**src/rtl/adc_scan_defines.vh**
```
// register map, field positions, reset values and timing counts
// for the scan sequencer; included by the sequencer rtl and the test bench
`ifndef ADC_SCAN_DEFINES_VH
`define ADC_SCAN_DEFINES_VH

// byte addresses
`define REG_CTRL        5'h00
`define REG_INTERVAL    5'h04
`define REG_STATUS      5'h08
`define REG_MASK        5'h0C
`define REG_RESULT      5'h10
`define REG_DOUT        5'h14
`define REG_DIN         5'h18
`define REG_CNT1        5'h1C

// control fields
`define CTRL_RUN        0
`define CTRL_SCAN       1
`define CTRL_EXT        2
`define CTRL_SWCONV     3
`define CTRL_CH_LO      4
`define CTRL_CH_HI      7
`define CTRL_RNG_LO     8
`define CTRL_RNG_HI     9
`define CTRL_CLR        10
`define CTRL_CNT12_EN   11

// status / mask bits
`define ST_DONE         0
`define ST_OVR          1
`define ST_NE           2
`define ST_W            3

// reset values
`define INTERVAL_RST    16'h0014
`define CTRL_RST        12'h000

// timing: clock and timebase in kHz
`define CLK_KHZ         125000
`define TB_KHZ          1000
`define TB_DIV          (`CLK_KHZ / `TB_KHZ)

// bus answers
`define RESP_OKAY       2'h0
`define RESP_SLVERR     2'h2

`endif

```
**src/rtl/adc_scan_seq.v**
```verilog
// multiplexed converter scan sequencer with axi4-lite registers
// assumes converter handshake on the same clock, mclk_i at 125 MHz
//
// Notes on behaviour
// - sixteen single-ended inputs muxed into one 12-bit converter, no gain.
// - conversion starts on software command or each low pulse externally.
// - results held in fifo, 16 words basic, 256 words larger variant.
// - single-channel mode converts only the chosen channel, once per interval.
// - scan mode converts start channel, then downward to 0, then restarts.
// - with the internal counter, scan conversions are separated by exactly one sample interval.
// - three 16-bit counters; counter 0 paces samples, others general.
// - one conversion pulse per interval, internal counter or external input.
// - interval counter ticks from a 1 MHz timebase, one count per us.
// - four input ranges: 0-5 V, 0-10 V, +-2.5 V, +-5 V.
// - one 8-bit input port and one 8-bit output port.
// - ports have no handshake; port 0 output only, port 1 input only.
`timescale 1ns/1ps
`default_nettype none
`include "adc_scan_defines.vh"
module adc_scan_seq #(
    parameter FIFO_AW = 4
) (
    input  wire        mclk_i,
    input  wire        rst_i,
    // axi4-lite
    input  wire [4:0]  s_axi_awaddr,
    input  wire        s_axi_awvalid,
    output reg         s_axi_awready,
    input  wire [31:0] s_axi_wdata,
    input  wire [3:0]  s_axi_wstrb,
    input  wire        s_axi_wvalid,
    output reg         s_axi_wready,
    output reg  [1:0]  s_axi_bresp,
    output reg         s_axi_bvalid,
    input  wire        s_axi_bready,
    input  wire [4:0]  s_axi_araddr,
    input  wire        s_axi_arvalid,
    output reg         s_axi_arready,
    output reg  [31:0] s_axi_rdata,
    output reg  [1:0]  s_axi_rresp,
    output reg         s_axi_rvalid,
    input  wire        s_axi_rready,
    // converter
    output reg  [3:0]  adc_mux_sel_o,
    output reg  [1:0]  adc_range_o,
    output reg         adc_start_o,
    input  wire        adc_done_i,
    input  wire [11:0] adc_data_i,
    // pins
    input  wire        external_convert_n_i,
    input  wire [7:0]  din_i,
    output reg  [7:0]  dout_o,
    output reg         irq_o
);
    // ****************************************************************
    // pin synchronisers
    // ****************************************************************
    reg       ext_s1_reg;
    reg       ext_s2_reg;
    reg       ext_s3_reg;
    reg [7:0] din_s1_reg;
    reg [7:0] din_s2_reg;
    always @(posedge mclk_i or posedge rst_i) begin
        if (rst_i) begin
            ext_s1_reg <= 1'b1;
            ext_s2_reg <= 1'b1;
            ext_s3_reg <= 1'b1;
            din_s1_reg <= 8'h00;
            din_s2_reg <= 8'h00;
        end else begin
            ext_s1_reg <= external_convert_n_i;
            ext_s2_reg <= ext_s1_reg;
            ext_s3_reg <= ext_s2_reg;
            din_s1_reg <= din_i;
            din_s2_reg <= din_s1_reg;
        end
    end
    wire ext_fall = ext_s3_reg & ~ext_s2_reg;

    // ****************************************************************
    // registers
    // ****************************************************************
    reg [11:0] ctrl_reg;
    reg [15:0] interval_reg;
    reg [15:0] cnt1_load_reg;
    reg [15:0] cnt2_load_reg;
    reg [`ST_W-1:0] status_reg;
    reg [`ST_W-1:0] mask_reg;
    wire run      = ctrl_reg[`CTRL_RUN];
    wire scan_mode = ctrl_reg[`CTRL_SCAN];
    wire ext_src  = ctrl_reg[`CTRL_EXT];
    wire [3:0] start_ch = ctrl_reg[`CTRL_CH_HI:`CTRL_CH_LO];

    // ****************************************************************
    // 1 MHz timebase and three 16-bit counters
    // ****************************************************************
    reg  [6:0]  tb_div_reg;
    wire        tb_tick = ({25'h0, tb_div_reg} == `TB_DIV - 1);
    always @(posedge mclk_i or posedge rst_i) begin
        if (rst_i) begin
            tb_div_reg <= 7'h00;
        end else if (tb_tick) begin
            tb_div_reg <= 7'h00;
        end else begin
            tb_div_reg <= tb_div_reg + 7'h01;
        end
    end

    reg  [15:0] cnt_reg [0:2];
    wire [2:0]  cnt_tc;
    wire [15:0] cnt_load [0:2];
    wire [2:0]  cnt_en;
    assign cnt_load[0] = interval_reg;
    assign cnt_load[1] = cnt1_load_reg;
    assign cnt_load[2] = cnt2_load_reg;
    assign cnt_en[0]   = run & ~ext_src;
    assign cnt_en[1]   = ctrl_reg[`CTRL_CNT12_EN];
    assign cnt_en[2]   = ctrl_reg[`CTRL_CNT12_EN];
    genvar gi;
    generate
        for (gi = 0; gi < 3; gi = gi + 1) begin : g_cnt
            assign cnt_tc[gi] = cnt_en[gi] & tb_tick &
                                (cnt_reg[gi] <= 16'h0001);
            always @(posedge mclk_i or posedge rst_i) begin
                if (rst_i) begin
                    cnt_reg[gi] <= 16'h0000;
                end else if (!cnt_en[gi] || cnt_tc[gi]) begin
                    cnt_reg[gi] <= cnt_load[gi];
                end else if (tb_tick) begin
                    cnt_reg[gi] <= cnt_reg[gi] - 16'h0001;
                end
            end
        end
    endgenerate

    // ****************************************************************
    // conversion sequencer
    // ****************************************************************
    localparam S_IDLE = 1'b0;
    localparam S_BUSY = 1'b1;
    reg        state_reg;
    reg        run_d_reg;
    reg  [3:0] ch_reg;
    reg        sw_conv;
    wire       conv_req = run & (ext_src ? ext_fall : cnt_tc[0]);
    wire       fifo_full;
    wire       fifo_empty;
    wire [15:0] fifo_rdata;
    wire       push = (state_reg == S_BUSY) & adc_done_i;
    reg        pop;
    wire       ovr_ev = push & fifo_full;

    always @(posedge mclk_i or posedge rst_i) begin
        if (rst_i) begin
            state_reg     <= S_IDLE;
            run_d_reg     <= 1'b0;
            ch_reg        <= 4'h0;
            adc_start_o   <= 1'b0;
            adc_mux_sel_o <= 4'h0;
            adc_range_o   <= 2'h0;
        end else begin
            adc_start_o <= 1'b0;
            adc_range_o <= ctrl_reg[`CTRL_RNG_HI:`CTRL_RNG_LO];
            run_d_reg   <= run;
            // first run cycle picks up a freshly written start channel
            if (!run || !run_d_reg) begin
                ch_reg <= start_ch;
            end
            case (state_reg)
                S_IDLE: begin
                    if (conv_req || sw_conv) begin
                        adc_mux_sel_o <= scan_mode ? ch_reg : start_ch;
                        adc_start_o   <= 1'b1;
                        state_reg     <= S_BUSY;
                        if (run && scan_mode) begin
                            ch_reg <= (ch_reg == 4'h0) ? start_ch
                                      : ch_reg - 4'h1;
                        end
                    end
                end
                S_BUSY: begin
                    if (adc_done_i) begin
                        state_reg <= S_IDLE;
                    end
                end
                default: state_reg <= S_IDLE;
            endcase
        end
    end

    result_fifo #(
        .DW (16),
        .AW (FIFO_AW)
    ) u_fifo (
        .mclk_i  (mclk_i),
        .rst_i   (rst_i),
        .clr_i   (ctrl_reg[`CTRL_CLR]),
        .push_i  (push),
        .wdata_i ({adc_mux_sel_o, adc_data_i}),
        .pop_i   (pop),
        .rdata_o (fifo_rdata),
        .full_o  (fifo_full),
        .empty_o (fifo_empty)
    );

    // ****************************************************************
    // axi4-lite slave
    // ****************************************************************
    reg        aw_have_reg;
    reg        w_have_reg;
    reg [4:0]  aw_addr_reg;
    reg [31:0] w_data_reg;
    reg [3:0]  w_strb_reg;
    reg        rd_wait_reg;
    reg [4:0]  ar_addr_reg;
    wire       do_wr = aw_have_reg & w_have_reg & ~s_axi_bvalid;
    wire       st_clr = do_wr && aw_addr_reg == `REG_STATUS;

    always @* begin
        sw_conv = do_wr && aw_addr_reg == `REG_CTRL &&
                  w_strb_reg[0] && w_data_reg[`CTRL_SWCONV];
    end

    always @* begin
        pop = s_axi_arvalid && s_axi_arready &&
              s_axi_araddr == `REG_RESULT;
    end

    always @(posedge mclk_i or posedge rst_i) begin
        if (rst_i) begin
            s_axi_awready <= 1'b0;
            s_axi_wready  <= 1'b0;
            s_axi_bvalid  <= 1'b0;
            s_axi_bresp   <= `RESP_OKAY;
            aw_have_reg   <= 1'b0;
            w_have_reg    <= 1'b0;
            aw_addr_reg   <= 5'h00;
            w_data_reg    <= 32'h0000_0000;
            w_strb_reg    <= 4'h0;
            ctrl_reg      <= `CTRL_RST;
            interval_reg  <= `INTERVAL_RST;
            cnt1_load_reg <= 16'h0000;
            cnt2_load_reg <= 16'h0000;
            mask_reg      <= {`ST_W{1'b0}};
            status_reg    <= {`ST_W{1'b0}};
            dout_o        <= 8'h00;
        end else begin
            s_axi_awready <= ~aw_have_reg & ~s_axi_awready & s_axi_awvalid;
            s_axi_wready  <= ~w_have_reg & ~s_axi_wready & s_axi_wvalid;
            if (s_axi_awvalid && s_axi_awready) begin
                aw_have_reg <= 1'b1;
                aw_addr_reg <= s_axi_awaddr;
            end
            if (s_axi_wvalid && s_axi_wready) begin
                w_have_reg <= 1'b1;
                w_data_reg <= s_axi_wdata;
                w_strb_reg <= s_axi_wstrb;
            end
            ctrl_reg[`CTRL_SWCONV] <= 1'b0;
            ctrl_reg[`CTRL_CLR]    <= 1'b0;
            if (do_wr) begin
                aw_have_reg  <= 1'b0;
                w_have_reg   <= 1'b0;
                s_axi_bvalid <= 1'b1;
                s_axi_bresp  <= `RESP_OKAY;
                case (aw_addr_reg)
                    `REG_CTRL:     if (w_strb_reg[0] | w_strb_reg[1])
                                       ctrl_reg <= w_data_reg[11:0];
                    `REG_INTERVAL: interval_reg <= w_data_reg[15:0];
                    `REG_MASK:     mask_reg <= w_data_reg[`ST_W-1:0];
                    `REG_DOUT:     dout_o <= w_data_reg[7:0];
                    `REG_CNT1:     begin
                        cnt1_load_reg <= w_data_reg[15:0];
                        cnt2_load_reg <= w_data_reg[31:16];
                    end
                    `REG_STATUS, `REG_RESULT, `REG_DIN: ;
                    default:       s_axi_bresp <= `RESP_SLVERR;
                endcase
            end else if (s_axi_bvalid && s_axi_bready) begin
                s_axi_bvalid <= 1'b0;
            end
            // set wins over write-one-to-clear
            status_reg[`ST_DONE] <= push |
                (status_reg[`ST_DONE] & ~(st_clr & w_data_reg[`ST_DONE]));
            status_reg[`ST_OVR]  <= ovr_ev |
                (status_reg[`ST_OVR] & ~(st_clr & w_data_reg[`ST_OVR]));
            status_reg[`ST_NE]   <= ~fifo_empty;
        end
    end

    // read channel: result reads pop, data comes one cycle later
    always @(posedge mclk_i or posedge rst_i) begin
        if (rst_i) begin
            s_axi_arready <= 1'b0;
            s_axi_rvalid  <= 1'b0;
            s_axi_rdata   <= 32'h0000_0000;
            s_axi_rresp   <= `RESP_OKAY;
            rd_wait_reg   <= 1'b0;
            ar_addr_reg   <= 5'h00;
            irq_o         <= 1'b0;
        end else begin
            irq_o         <= |(status_reg & mask_reg);
            s_axi_arready <= ~rd_wait_reg & ~s_axi_rvalid & ~s_axi_arready
                             & s_axi_arvalid;
            if (s_axi_arvalid && s_axi_arready) begin
                rd_wait_reg <= 1'b1;
                ar_addr_reg <= s_axi_araddr;
            end else if (rd_wait_reg) begin
                rd_wait_reg  <= 1'b0;
                s_axi_rvalid <= 1'b1;
                s_axi_rresp  <= `RESP_OKAY;
                case (ar_addr_reg)
                    `REG_CTRL:     s_axi_rdata <= {20'h00000, ctrl_reg};
                    `REG_INTERVAL: s_axi_rdata <= {16'h0000, interval_reg};
                    `REG_STATUS:   s_axi_rdata <= {29'h0000000, status_reg};
                    `REG_MASK:     s_axi_rdata <= {29'h0000000, mask_reg};
                    `REG_RESULT:   s_axi_rdata <= {16'h0000, fifo_rdata};
                    `REG_DOUT:     s_axi_rdata <= {24'h000000, dout_o};
                    `REG_DIN:      s_axi_rdata <= {24'h000000, din_s2_reg};
                    `REG_CNT1:     s_axi_rdata <= {cnt_reg[2], cnt_reg[1]};
                    default: begin
                        s_axi_rdata <= 32'h0000_0000;
                        s_axi_rresp <= `RESP_SLVERR;
                    end
                endcase
            end else if (s_axi_rvalid && s_axi_rready) begin
                s_axi_rvalid <= 1'b0;
            end
        end
    end
endmodule
`default_nettype wire

```
**src/rtl/result_fifo.v**
```verilog
// result buffer: synchronous fifo with registered read data
// assumes one clock; push is dropped inside the fifo when full
`timescale 1ns/1ps
`default_nettype none
module result_fifo #(
    parameter DW = 16,
    parameter AW = 4
) (
    input  wire          mclk_i,
    input  wire          rst_i,
    input  wire          clr_i,
    input  wire          push_i,
    input  wire [DW-1:0] wdata_i,
    input  wire          pop_i,
    output reg  [DW-1:0] rdata_o,
    output wire          full_o,
    output wire          empty_o
);
    reg [DW-1:0] mem [0:(1<<AW)-1];
    reg [AW:0]   wptr_reg;
    reg [AW:0]   rptr_reg;

    assign empty_o = (wptr_reg == rptr_reg);
    assign full_o  = (wptr_reg[AW] != rptr_reg[AW]) &&
                     (wptr_reg[AW-1:0] == rptr_reg[AW-1:0]);

    always @(posedge mclk_i) begin
        if (push_i && !full_o) begin
            mem[wptr_reg[AW-1:0]] <= wdata_i;
        end
    end

    always @(posedge mclk_i or posedge rst_i) begin
        if (rst_i) begin
            wptr_reg <= {(AW+1){1'b0}};
            rptr_reg <= {(AW+1){1'b0}};
            rdata_o  <= {DW{1'b0}};
        end else if (clr_i) begin
            wptr_reg <= {(AW+1){1'b0}};
            rptr_reg <= {(AW+1){1'b0}};
        end else begin
            if (push_i && !full_o) begin
                wptr_reg <= wptr_reg + 1'b1;
            end
            if (pop_i && !empty_o) begin
                rdata_o  <= mem[rptr_reg[AW-1:0]];
                rptr_reg <= rptr_reg + 1'b1;
            end
        end
    end
endmodule
`default_nettype wire

```
**config.mk**
```make
export PLATFORM = sky130hd
export DESIGN_NAME = adc_scan_seq
export DESIGN_NICKNAME = d
export VERILOG_FILES = /design/src/rtl/adc_scan_seq.v /design/src/rtl/result_fifo.v
export VERILOG_INCLUDE_DIRS = /design/src /design/src/rtl
export SDC_FILE = /design/constraint.sdc
export NUM_CORES = 1
export LEC_CHECK = 0
export BUFFER_PORTS_ARGS = -buffer_cell sky130_fd_sc_hd__buf_2
export CAP_MARGIN = 15
export CORE_ASPECT_RATIO = 1.75
export CORE_MARGIN = 4
export CORE_UTILIZATION = 55
export DETAILED_ROUTE_END_ITERATION = 10
export PLACE_DENSITY = 0.73
export SETUP_SLACK_MARGIN = 0.1
export SYNTH_ARGS = -nofsm -noshare
export SYNTH_HDL_FRONTEND = slang
export SYNTH_SLANG_ARGS = --single-unit
```
**constraint.sdc**
```tcl
create_clock -name mclk_i -period 15.8 [get_ports mclk_i]
set_input_delay 3.16 -clock mclk_i [delete_from_list [all_inputs] [get_ports mclk_i]]
set_output_delay 3.16 -clock mclk_i [all_outputs]
set_load 0.02 [all_outputs]
```
==> load_flow_metrics.sql, run 1 <==
INSERT INTO impl_metrics (metric_group, metric, value, unit) VALUES
('status', 'status', 'complete, no violations', ''),
('synth', 'synth_area_leaders', 'sky130_fd_sc_hd__edfxtp_1 (35%), sky130_fd_sc_hd__dfrtp_1 (31%), sky130_fd_sc_hd__mux4_2 (8.3%), sky130_fd_sc_hd__mux2_2 (6.5%), sky130_fd_sc_hd__o21ai_0 (2.2%)', ''),
('drt', 'routed_via_density', '6.18', ''),
('sta', 'layout_worst_path_cycle_share', '31.0', '%'),
('die', 'std_cell_rows', '96', ''),
('synth', 'synth_enable_flop_cells', '256', ''),
('die', 'die_footprint', '43000', 'um^2'),
('finish', 'final-seq-area', '14600', 'um^2'),
('synth', 'postSynthCellCount', '1455', ''),
('cts', 'postCtsHoldBufs', '0', ''),
('drt', 'detail_route.iter0.violations', '1122', ''),
('sta', 'timing_hold_violations_final', '0', ''),
('synth', 'number_of_unique_standard_cell_types_used_by_synthesis', '73', ''),
('finish', 'multiInputGateArea', '6840', 'um^2'),
('sta', 'final_number_of_max_transition_violations', '0', ''),
('synth', 'synth_ff_type', 'sky130_fd_sc_hd__dfrtp_1', ''),
('drt', 'vias_post_dr', '13080', ''),
('synth', 'async_reset_ff_share', '51.7', '%'),
('finish', 'final_cell_count_no_fill', '2118', ''),
('min_path', 'hold_depth', '0', ''),
('die', 'die-height', '271', 'um'),
('global_route', 'grt_pass1_vias', '13662', ''),
('sta', 'final_period_minus_worst_setup_slack', '4.90', 'ns'),
('pwr', 'peakVddDrop', '115', 'uV'),
('sta', 'max-slew-margin-rel', '27.8', '%'),
('worst_setup_path', 'worst-endpoint-arrival', '5.17', 'ns'),
('synth', 'yosys_warnings', '0', ''),
('finish', 'finalInstanceArea', '24700', 'um^2'),
('synth', 'synth.largest_area_cell', 'sky130_fd_sc_hd__edfxtp_1', ''),
('run', 'maximum_capacitance_violations', '0', ''),
('pwr', 'design_power_total', '3.99', 'mW'),
('pwr', 'power_density', '162', 'nW/um^2'),
('drt', 'wl', '51300', 'um'),
('drt', 'route.detailed.drc', '0', ''),
('global_route', 'grt_antenna_before_repair', '0', ''),
('global_route', 'grt_pass1_wl', '79000', 'um'),
('min_path', 'type_of_the_worst_min_delay_path', 'flip-flop to flip-flop', ''),
('worst_setup_path', 'crit_path_start_kind', 'input port', ''),
('finish', 'n_fill_cell', '2862', ''),
('die', 'floorplan.die.width', '158', 'um'),
('finish', 'leading_cell_type_in_the_layout_fill_and_taps_excluded', 'sky130_fd_sc_hd__dfrtp_1', ''),
('sta', 'finalSetupViolCount', '0', ''),
('sta', 'fin_skew', '0.0275', 'ns'),
('drt', 'wl_per_cell', '24.2', 'um'),
('die', 'pin_count', '132', ''),
('cts', 'clk-insertion-delay-late', '0.59', 'ns'),
('global_route', 'grt_max_degree', '106', ''),
('synth', 'netlist.area_leader.share', '35.3', '%'),
('cts', 'clk_transition_reported_paths', '0.07', 'ns'),
('worst_setup_path', 'worst_setup_path_category', 'input port to flip-flop', ''),
('worst_setup_path', 'ff2ff_path_depth', '7', ''),
('sta', 'fmaxAchievable', '204', 'MHz'),
('placed_design', 'placement.cell_area', '23000', 'um^2'),
('finish', 'nets', '1680', ''),
('sta', 'setup_total_negative_slack', '0', 'ns'),
('synth', 'syn_area_per_cell', '15.0', 'um^2'),
('finish', 'syn_to_final_growth', '13.2', '%'),
('pwr', 'leakage', '9.70', 'nW'),
('placed_design', 'dpl_worst_slack', '10.24', 'ns'),
('die', 'initial_utilization', '55.6', '%'),
('finish', 'antenna_diode_count', '0', ''),
('sta', 'rsz0062_at_grt', 'no', ''),
('cts', 'post_cts_buffers', '0', ''),
('cts', 'cts-resized-gates', '0', ''),
('placed_design', 'place_inst', '2031', ''),
('finish', 'largest_register_ffs', '256', ''),
('sta', 'worst_slew_pin_tran', '1.07', 'ns'),
('die', 'floorplan.core_area', '39200', 'um^2'),
('cts', 'clockBufferDepth', '3', ''),
('sta', 'final_critical_path_setup_slack', '10.90', 'ns'),
('drt', 'antenna_violating_nets_post_route', '0', '');
[through the flow]
step	util (%)	hold slack, ns
2_1_floorplan	-	0.331
3_5_place_dp	58.8	0.340
5_1_grt	63.0	0.356
6_report	63.0	0.354
3_3_place_gp	58.8	0.335
4_1_cts	62.9	0.358
[power breakdown]
part	switching, mW	internal, mW	leakage, nW	total (mW)
clock	0.520	0.661	0.763	1.18
sequential	0.248	1.68	5.89	1.93
combinational	0.486	0.394	3.05	0.880
total	1.25	2.74	9.70	3.99
[worst max-delay path: stages]
cell                      delay [ns]
sky130_fd_sc_hd__buf_2          0.09
sky130_fd_sc_hd__nand2_1        0.10
sky130_fd_sc_hd__a21oi_1        0.57
sky130_fd_sc_hd__nand2_1        0.26
sky130_fd_sc_hd__nor3_2         0.62
sky130_fd_sc_hd__buf_4          0.36
[layer usage]
layer  wire length [um]  GRT usage, %
met1              17700          27.3
met2              28900          45.2
met3               2280          2.89
met4               2410          10.3
met5                  0             0
[area by class of cell]
cell class	count	share of cell area (%)
repair buffers	164	3.70
well taps	490	2.49
clock buffers	59	5.16
multi-input cells	816	27.7
clock inverters	27	1.35
inverters	32	0.518
flip-flops and latches	530	59.0
[worst paths after layout]
kind / startpoint / to / slack (ns)
min: din_s1_reg[7] / din_s2_reg[7] / 0.35
max: adc_done_i / u_fifo.mem[0][13] / 10.90
min reg2reg: din_s1_reg[7] / din_s2_reg[7] / 0.35
max in group asynchronous: rst_i / cnt1_load_reg[12] / 11.14
min in group asynchronous: rst_i / u_fifo.rptr_reg[0] / 2.72
max reg2reg: u_fifo.rptr_reg[0] / u_fifo.mem[0][13] / 12.24
[synth_stat cells (7+ instances only)]
master / n
sky130_fd_sc_hd__dfrtp_1: 269
sky130_fd_sc_hd__edfxtp_1: 256
sky130_fd_sc_hd__mux2_2: 126
sky130_fd_sc_hd__nand2_1: 104
sky130_fd_sc_hd__o21ai_0: 96
sky130_fd_sc_hd__mux4_2: 80
sky130_fd_sc_hd__nor2_1: 74
sky130_fd_sc_hd__a21oi_1: 59
sky130_fd_sc_hd__clkbuf_1: 58
sky130_fd_sc_hd__nor3_1: 35
sky130_fd_sc_hd__inv_1: 31
sky130_fd_sc_hd__a22oi_1: 20
sky130_fd_sc_hd__ha_1: 14
sky130_fd_sc_hd__a221oi_1: 13
sky130_fd_sc_hd__nor4_1: 13
sky130_fd_sc_hd__xor2_1: 13
sky130_fd_sc_hd__buf_2: 11
sky130_fd_sc_hd__nand2b_1: 10
sky130_fd_sc_hd__nand3_1: 10
sky130_fd_sc_hd__nand4_1: 10
sky130_fd_sc_hd__a211oi_1: 9
sky130_fd_sc_hd__a31oi_1: 8
sky130_fd_sc_hd__mux2i_1: 8
sky130_fd_sc_hd__nor3b_1: 8
sky130_fd_sc_hd__or3_1: 8
sky130_fd_sc_hd__a22o_1: 7
sky130_fd_sc_hd__o22ai_1: 7
[kinds of logic (layout without fill, tap and decap cells)]
kind of cell / after synthesis / count (layout) / synth area share (%)
compound gates: 263 / 263 / 7.58
flops: 530 / 530 / 66.8
other cells: 1 / 2 / 0.0172
buf+inv: 110 / 282 / 2.06
fa+ha+maj: 14 / 14 / 0.805
mux: 214 / 214 / 15.2
xor+xnor: 17 / 17 / 0.684
simple gates: 306 / 306 / 6.85
No activity file was read; power rests on OpenSTA's default activity.
==> run 2, diff against run 1 <==
clock period = 4.6 ns   (was 15.8 ns; I/O delays follow)
==> run 2 against run 1 <==
  * Worst hold slack got worse by 0.0053 ns
  * Via count increased by 0.29%
  * First-iteration DRC count decreased by 1.2%
  * Largest cell class unchanged
  * Flip-flop and latch count unchanged
  * Sequential power increased to 3.5 times the previous value
  * Cell area unchanged
==> load_flow_metrics.sql, run 2 (synthesis results as in run 1) <==
INSERT INTO impl_metrics (metric_group, metric, value, unit) VALUES
('finish', 'multiInputGateArea', '6840', 'um^2'),
('placed_design', 'gp_congestion', '0.934', ''),
('global_route', 'grt_pass1_vias', '13484', ''),
('placed_design', 'place_inst', '2032', ''),
('sta', 'setup_total_negative_slack', '0', 'ns'),
('drt', 'wl_per_cell', '24.5', 'um'),
('worst_setup_path', 'critPathSlowestCell', 'sky130_fd_sc_hd__o41ai_1', ''),
('worst_setup_path', 'critPathRequiredTime', '5.08', 'ns'),
('cts', 'cts.sinks', '530', ''),
('cts', 'cts-resized-gates', '0', ''),
('finish', 'largest_register_ffs', '256', ''),
('min_path', 'type_of_the_worst_min_delay_path', 'flip-flop to flip-flop', ''),
('drt', 'vias_post_dr', '13118', ''),
('sta', 'finalSetupViolCount', '0', ''),
('cts', 'cts-buffers-inserted', '46', ''),
('sta', 'rsz0062_at_grt', 'no', ''),
('finish', 'finalInstanceArea', '24700', 'um^2'),
('sta', 'final_period_minus_worst_setup_slack', '3.28', 'ns'),
('run', 'maximum_capacitance_violations', '0', ''),
('drt', 'drt-met1-wl', '17600', 'um'),
('die', 'die-height', '271', 'um'),
('sta', 'worst_slew_pin_tran', '1.08', 'ns'),
('pwr', 'peakVddDrop', '346', 'uV'),
('global_route', 'global_route.overflow_total', '0', ''),
('cts', 'clockBufferDepth', '3', ''),
('die', 'initial_utilization', '55.6', '%'),
('cts', 'post_cts_buffers', '0', ''),
('cts', 'clock_root_buffer', 'sky130_fd_sc_hd__clkbuf_16', ''),
('sta', 'fmaxAchievable', '305', 'MHz'),
('worst_setup_path', 'critical_path.max_fanout', '9', ''),
('finish', 'final-seq-area', '14600', 'um^2'),
('finish', 'syn_to_final_growth', '13.2', '%'),
('cts', 'clk-insertion-delay-late', '0.57', 'ns'),
('worst_setup_path', 'crit_path_end_kind', 'flip-flop', ''),
('die', 'die_footprint', '43000', 'um^2'),
('sta', 'final_critical_path_setup_slack', '1.32', 'ns'),
('drt', 'wl', '51800', 'um'),
('worst_setup_path', 'timing.critical_path.cells', 'and3_1 -> nand4_1 -> o41ai_1 -> o2bb2ai_2 -> nor2b_1 -> nor2_1 -> a21oi_1', ''),
('drt', 'highest_metal_used', 'met4', ''),
('drt', 'drt_pre_antenna_iters', '7', ''),
('finish', 'nets', '1679', ''),
('cts', 'htree_num_levels', '2', ''),
('die', 'pin_count', '132', ''),
('finish', 'antenna_diode_count', '0', ''),
('die', 'std_cell_rows', '96', ''),
('drt', 'wl_met2', '29000', 'um'),
('worst_setup_path', 'critical_path.n_buffers_inverters', '0', ''),
('global_route', 'grt_antenna_before_repair', '0', ''),
('placed_design', 'dp_hpwl', '35100', 'um'),
('drt', 'route.detailed.drc', '0', ''),
('worst_setup_path', 'timing.critical_path.slowest_cell_delay', '0.94', 'ns'),
('finish', 'leading_cell_type_in_the_layout_fill_and_taps_excluded', 'sky130_fd_sc_hd__dfrtp_1', ''),
('drt', 'wl_met3', '2590', 'um'),
('drt', 'detail_route.iter0.violations', '1109', ''),
('worst_setup_path', 'worst_path_dominant_cell_family', 'simple AND/OR/NAND/NOR gates', ''),
('drt', 'antenna_violating_nets_post_route', '0', ''),
('sta', 'timing_hold_violations_final', '0', ''),
('pwr', 'power_density', '552', 'nW/um^2'),
('finish', 'layout-drive-gt1-share', '28.8', '%'),
('cts', 'cts_tree', 'yes', ''),
('sta', 'layout_worst_path_cycle_share', '71.3', '%'),
('sta', 'max-slew-margin-rel', '27.2', '%'),
('status', 'status', 'complete, no violations', ''),
('sta', 'final_number_of_max_transition_violations', '0', ''),
('global_route', 'grtUsageTotal', '24.5', '%'),
('die', 'floorplan.die.width', '158', 'um'),
('finish', 'final_cell_count_no_fill', '2114', ''),
('global_route', 'grt_pass1_wl', '79700', 'um'),
('worst_setup_path', 'worst_setup_path_category', 'flip-flop to flip-flop', ''),
('cts', 'clk_transition_reported_paths', '0.07', 'ns'),
('sta', 'fin_skew', '0.0170', 'ns'),
('finish', 'n_fill_cell', '2855', ''),
('pwr', 'leakage', '9.70', 'nW'),
('placed_design', 'placement.cell_area', '23100', 'um^2'),
('placed_design', 'place.port_buffers', '127', ''),
('worst_setup_path', 'worst-endpoint-arrival', '3.76', 'ns'),
('die', 'floorplan.core_area', '39200', 'um^2'),
('worst_setup_path', 'crit_path_start_kind', 'flip-flop', ''),
('cts', 'postCtsHoldBufs', '0', ''),
('finish', 'final_cell_mix', 'sky130_fd_sc_hd__dfrtp_1 (267), sky130_fd_sc_hd__edfxtp_1 (256), sky130_fd_sc_hd__buf_2 (128)', ''),
('placed_design', 'dpl_worst_slack', '1.28', 'ns'),
('drt', 'routed_via_density', '6.21', ''),
('global_route', 'grt_max_degree', '147', '');
## run 2: cell count changes in the layout (fill, tap and decap cells not counted), sizes merged
cell,before,now
buf,163,164
bufinv,5,6
clkbuf,60,62
clkinv,15,12
clkinvlp,6,2
inv,33,32
## run 2: worst paths after layout
check,from,to,slack (ns),cells after the start
min in group asynchronous,rst_i,tb_div_reg[4],0.52,3
setup / recovery,tb_div_reg[2],adc_mux_sel_o[1],1.32,7
setup reg to reg,tb_div_reg[2],adc_mux_sel_o[1],1.32,7
hold / removal,din_s1_reg[7],din_s2_reg[7],0.35,0
hold reg to reg,din_s1_reg[7],din_s2_reg[7],0.35,0
max in group asynchronous,rst_i,u_fifo.rptr_reg[0],3.32,3
## run 2: area by class of cell
cell class,instances,share of cell area (%)
inverters,32,0.502
flip-flops and latches,530,59.0
multi-input cells,816,27.8
clock inverters,20,1.10
clock buffers,62,5.12
repair buffers,164,4.00
well taps,490,2.49
## run 2: power by group
group	leakage [nW]	total [mW]	internal, mW	switching (mW)
Combinational	3.07	2.96	1.35	1.61
Clock	0.749	3.96	2.27	1.69
Sequential	5.89	6.70	5.77	0.923
## run 2: layer usage
metal	GRT usage, %	vias up
met5	0	-
met1	27.3	6745
li1	-	5794
met4	11.0	0
met2	45.4	444
met3	3.46	135
## run 2: per-stage QoR
stage / total power [mW] / util (%) / hold WS (ns)
final: 13.6 / 63.0 / 0.349
after global routing: 14.3 / 63.0 / 0.365
after CTS: 13.7 / 63.0 / 0.349
after detailed placement: 9.72 / 59.0 / 0.335
after global placement: 9.58 / 59.0 / 0.335
after floorplan: 8.64 / - / 0.331
==> run 3, diff against run 2 <==
clock period = 3.4 ns   (was 4.6 ns; I/O delays follow)
==> run 3 against run 2 <==
  * Utilization rose by 0.29 points
  * Power rose by 33%
  * Critical path type unchanged
  * Clock-buffer cell count rose by 4
  * Sequential power rose by 34%
  * Flip-flop and latch count did not move
  * Critical path depth rose by 1
  * Clock skew rose by 0.0040 ns
  * Setup slack got worse by 0.74 ns
  * Largest cell class unchanged
  * Wire length fell by 0.84%
==> load_flow_metrics.sql, run 3 (synthesis results as in run 1) <==
INSERT INTO impl_metrics (metric_group, metric, value, unit) VALUES
('status', 'status', 'complete, no violations', ''),
('finish', 'final_cell_mix', 'sky130_fd_sc_hd__dfrtp_1 (267), sky130_fd_sc_hd__edfxtp_1 (256), sky130_fd_sc_hd__buf_2 (127)', ''),
('die', 'pin_count', '132', ''),
('worst_setup_path', 'ff2ff_path_depth', '8', ''),
('finish', 'syn_to_final_growth', '13.8', '%'),
('worst_setup_path', 'critical_path.max_fanout', '6', ''),
('pwr', 'leakage', '9.80', 'nW'),
('worst_setup_path', 'worst-endpoint-arrival', '3.26', 'ns'),
('drt', 'detail_route.iter0.violations', '1041', ''),
('drt', 'drt_pre_antenna_iters', '6', ''),
('worst_setup_path', 'path_depth', '8', ''),
('cts', 'cts-resized-gates', '0', ''),
('pwr', 'power_density', '733', 'nW/um^2'),
('worst_setup_path', 'timing.critical_path.cells', 'or3_4 -> or4_4 -> o41ai_1 -> buf_4 -> o2bb2ai_2 -> nand2_1 -> o21ba_1 -> o221a_2', ''),
('global_route', 'grt_max_degree', '120', ''),
('pwr', 'design_power_total', '18.2', 'mW'),
('finish', 'antenna_diode_count', '0', ''),
('sta', 'timing_hold_violations_final', '0', ''),
('finish', 'nets', '1703', ''),
('placed_design', 'gp_congestion', '0.926', ''),
('global_route', 'global_route.overflow_total', '0', ''),
('cts', 'clk_transition_reported_paths', '0.07', 'ns'),
('cts', 'postCtsHoldBufs', '0', ''),
('sta', 'fmaxAchievable', '355', 'MHz'),
('worst_setup_path', 'timing.critical_path.slowest_cell_delay', '0.45', 'ns'),
('cts', 'clock_root_buffer', 'sky130_fd_sc_hd__clkbuf_16', ''),
('drt', 'vias_post_dr', '13116', ''),
('drt', 'wl_per_cell', '24.0', 'um'),
('finish', 'layout-drive-gt1-share', '29.7', '%'),
('global_route', 'grt_antenna_before_repair', '1', ''),
('pwr', 'power_frac_seq', '49.5', '%'),
('die', 'std_cell_rows', '96', ''),
('sta', 'rsz0062_at_grt', 'no', ''),
('die', 'floorplan.core_area', '39200', 'um^2'),
('pwr', 'peakVddDrop', '504', 'uV'),
('cts', 'post_cts_buffers', '0', ''),
('cts', 'cts-buffers-inserted', '46', ''),
('die', 'die_footprint', '43000', 'um^2'),
('worst_setup_path', 'worst_path_dominant_cell_family', 'simple AND/OR/NAND/NOR gates', ''),
('sta', 'final_critical_path_setup_slack', '0.586', 'ns'),
('global_route', 'grt_pass1_wl', '79300', 'um'),
('die', 'initial_utilization', '55.6', '%'),
('sta', 'fin_skew', '0.0210', 'ns'),
('sta', 'worst_slew_pin_tran', '0.965', 'ns'),
('cts', 'clockBufferDepth', '3', ''),
('worst_setup_path', 'critPathRequiredTime', '3.85', 'ns'),
('die', 'die-height', '271', 'um'),
('run', 'maximum_capacitance_violations', '0', ''),
('worst_setup_path', 'worst_setup_path_category', 'flip-flop to flip-flop', ''),
('sta', 'layout_worst_path_cycle_share', '82.8', '%'),
('cts', 'cts.sinks', '530', ''),
('sta', 'fin_worst_hold_slack', '0.0946', 'ns'),
('sta', 'final_number_of_max_transition_violations', '0', ''),
('pwr', 'share_clk_of_total_power', '27.8', '%'),
('finish', 'final-seq-area', '14600', 'um^2'),
('finish', 'leading_cell_type_in_the_layout_fill_and_taps_excluded', 'sky130_fd_sc_hd__dfrtp_1', ''),
('pwr', 'cellInternalPower', '12.5', 'mW'),
('sta', 'final_period_minus_worst_setup_slack', '2.81', 'ns'),
('placed_design', 'dpl_worst_slack', '0.602', 'ns'),
('drt', 'antenna_violating_nets_post_route', '0', ''),
('sta', 'finalSetupViolCount', '0', ''),
('global_route', 'grtUsageTotal', '24.3', '%'),
('sta', 'max-slew-margin-rel', '35.7', '%'),
('placed_design', 'dp_hpwl', '35800', 'um'),
('die', 'floorplan.die.width', '158', 'um'),
('cts', 'htree_num_levels', '2', ''),
('pwr', 'switchingPower', '5.66', 'mW'),
('placed_design', 'place.port_buffers', '127', ''),
('worst_setup_path', 'critical_path.n_buffers_inverters', '1', ''),
('finish', 'multiInputGateArea', '6840', 'um^2'),
('worst_setup_path', 'crit_path_start_kind', 'flip-flop', ''),
('drt', 'routed_via_density', '6.12', ''),
('worst_setup_path', 'crit_path_end_kind', 'flip-flop', ''),
('drt', 'wl', '51400', 'um'),
('finish', 'finish.utilization', '63.3', '%'),
('pwr', 'share_comb_of_total_power', '22.7', '%'),
('cts', 'cts_tree', 'yes', ''),
('sta', 'setup_total_negative_slack', '0', 'ns'),
('min_path', 'type_of_the_worst_min_delay_path', 'input port to asynchronous set/reset pin', ''),
('finish', 'largest_register_ffs', '256', ''),
('cts', 'clk-insertion-delay-late', '0.57', 'ns'),
('drt', 'route.detailed.drc', '0', ''),
('finish', 'n_fill_cell', '2839', ''),
('pwr', 'switching_share', '31.2', '%'),
('worst_setup_path', 'critPathSlowestCell', 'sky130_fd_sc_hd__or4_4', ''),
('global_route', 'grt_pass1_vias', '13636', '');
[run 3: cell count changes in the layout (fill, tap and decap cells not counted)]
| cell | before | now |
|---|---|---|
| sky130_fd_sc_hd__clkinv_4 | 1 | 0 |
| sky130_fd_sc_hd__clkbuf_1 | 11 | 15 |
| sky130_fd_sc_hd__buf_16 | 0 | 1 |
| sky130_fd_sc_hd__clkinv_1 | 4 | 5 |
| sky130_fd_sc_hd__clkinv_2 | 6 | 9 |
| sky130_fd_sc_hd__bufinv_16 | 6 | 2 |
| sky130_fd_sc_hd__buf_4 | 30 | 54 |
| sky130_fd_sc_hd__buf_2 | 128 | 127 |
| sky130_fd_sc_hd__inv_4 | 0 | 1 |
[run 3: per-layer routing]
layer	wire length, um	global-route usage, %	vias up
li1	-	-	5859
met1	17600	27.2	6692
met4	2630	10.9	0
met3	2360	3.01	132
met2	28800	45.2	433
met5	0	0	-
[run 3: worst paths after layout]
| path | to | start | slack (ns) |
|---|---|---|---|
| max in group asynchronous | w_data_reg[15] | rst_i | 2.36 |
| min | s_axi_bresp[1] | rst_i | 0.09 |
| max | ch_reg[2] | cnt_reg[40] | 0.59 |
| min in group mclk_i | ext_s1_reg | external_convert_n_i | 0.22 |
| max reg2reg | ch_reg[2] | cnt_reg[40] | 0.59 |
| min reg2reg | din_s2_reg[3] | din_s1_reg[3] | 0.35 |
[run 3: final cells by class]
cell class / instances / area share (%)
timing repair buffer: 188 / 4.80
clock inverter: 20 / 0.677
tap: 490 / 2.48
sequential: 530 / 58.8
multi-input combinational: 816 / 27.6
inverter: 32 / 0.500
clock buffer: 66 / 5.15
[run 3: power by group through the flow]
stage / Clock [mW] / Sequential, mW / Combinational [mW]
after CTS: 5.14 / 8.97 / 4.14
after floorplan: 0 / 8.66 / 3.03
after global routing: 5.41 / 9.11 / 4.55
after global placement: 0 / 9.04 / 3.98
after detailed placement: 0 / 9.09 / 4.12
final: 5.04 / 8.99 / 4.13
[run 3: worst register-to-register path: stages (launching register included)]
cell and delay (ns):
sky130_fd_sc_hd__dfrtp_1 0.41, sky130_fd_sc_hd__or3_4 0.40, sky130_fd_sc_hd__or4_4 0.45, sky130_fd_sc_hd__o41ai_1 0.38
sky130_fd_sc_hd__buf_4 0.21, sky130_fd_sc_hd__o2bb2ai_2 0.19, sky130_fd_sc_hd__nand2_1 0.21, sky130_fd_sc_hd__o21ba_1 0.22
sky130_fd_sc_hd__o221a_2 0.23
[run 3: through the flow]
| step | instance area [um^2] | cells |
|---|---|---|
| 2_1_floorplan | 21800 | 1456 |
| 3_3_place_gp | 23300 | 2055 |
| 3_5_place_dp | 23300 | 2055 |
| 4_1_cts | 24700 | 2141 |
| 5_1_grt | 24800 | 2142 |
| 6_report | 24800 | 2142 |
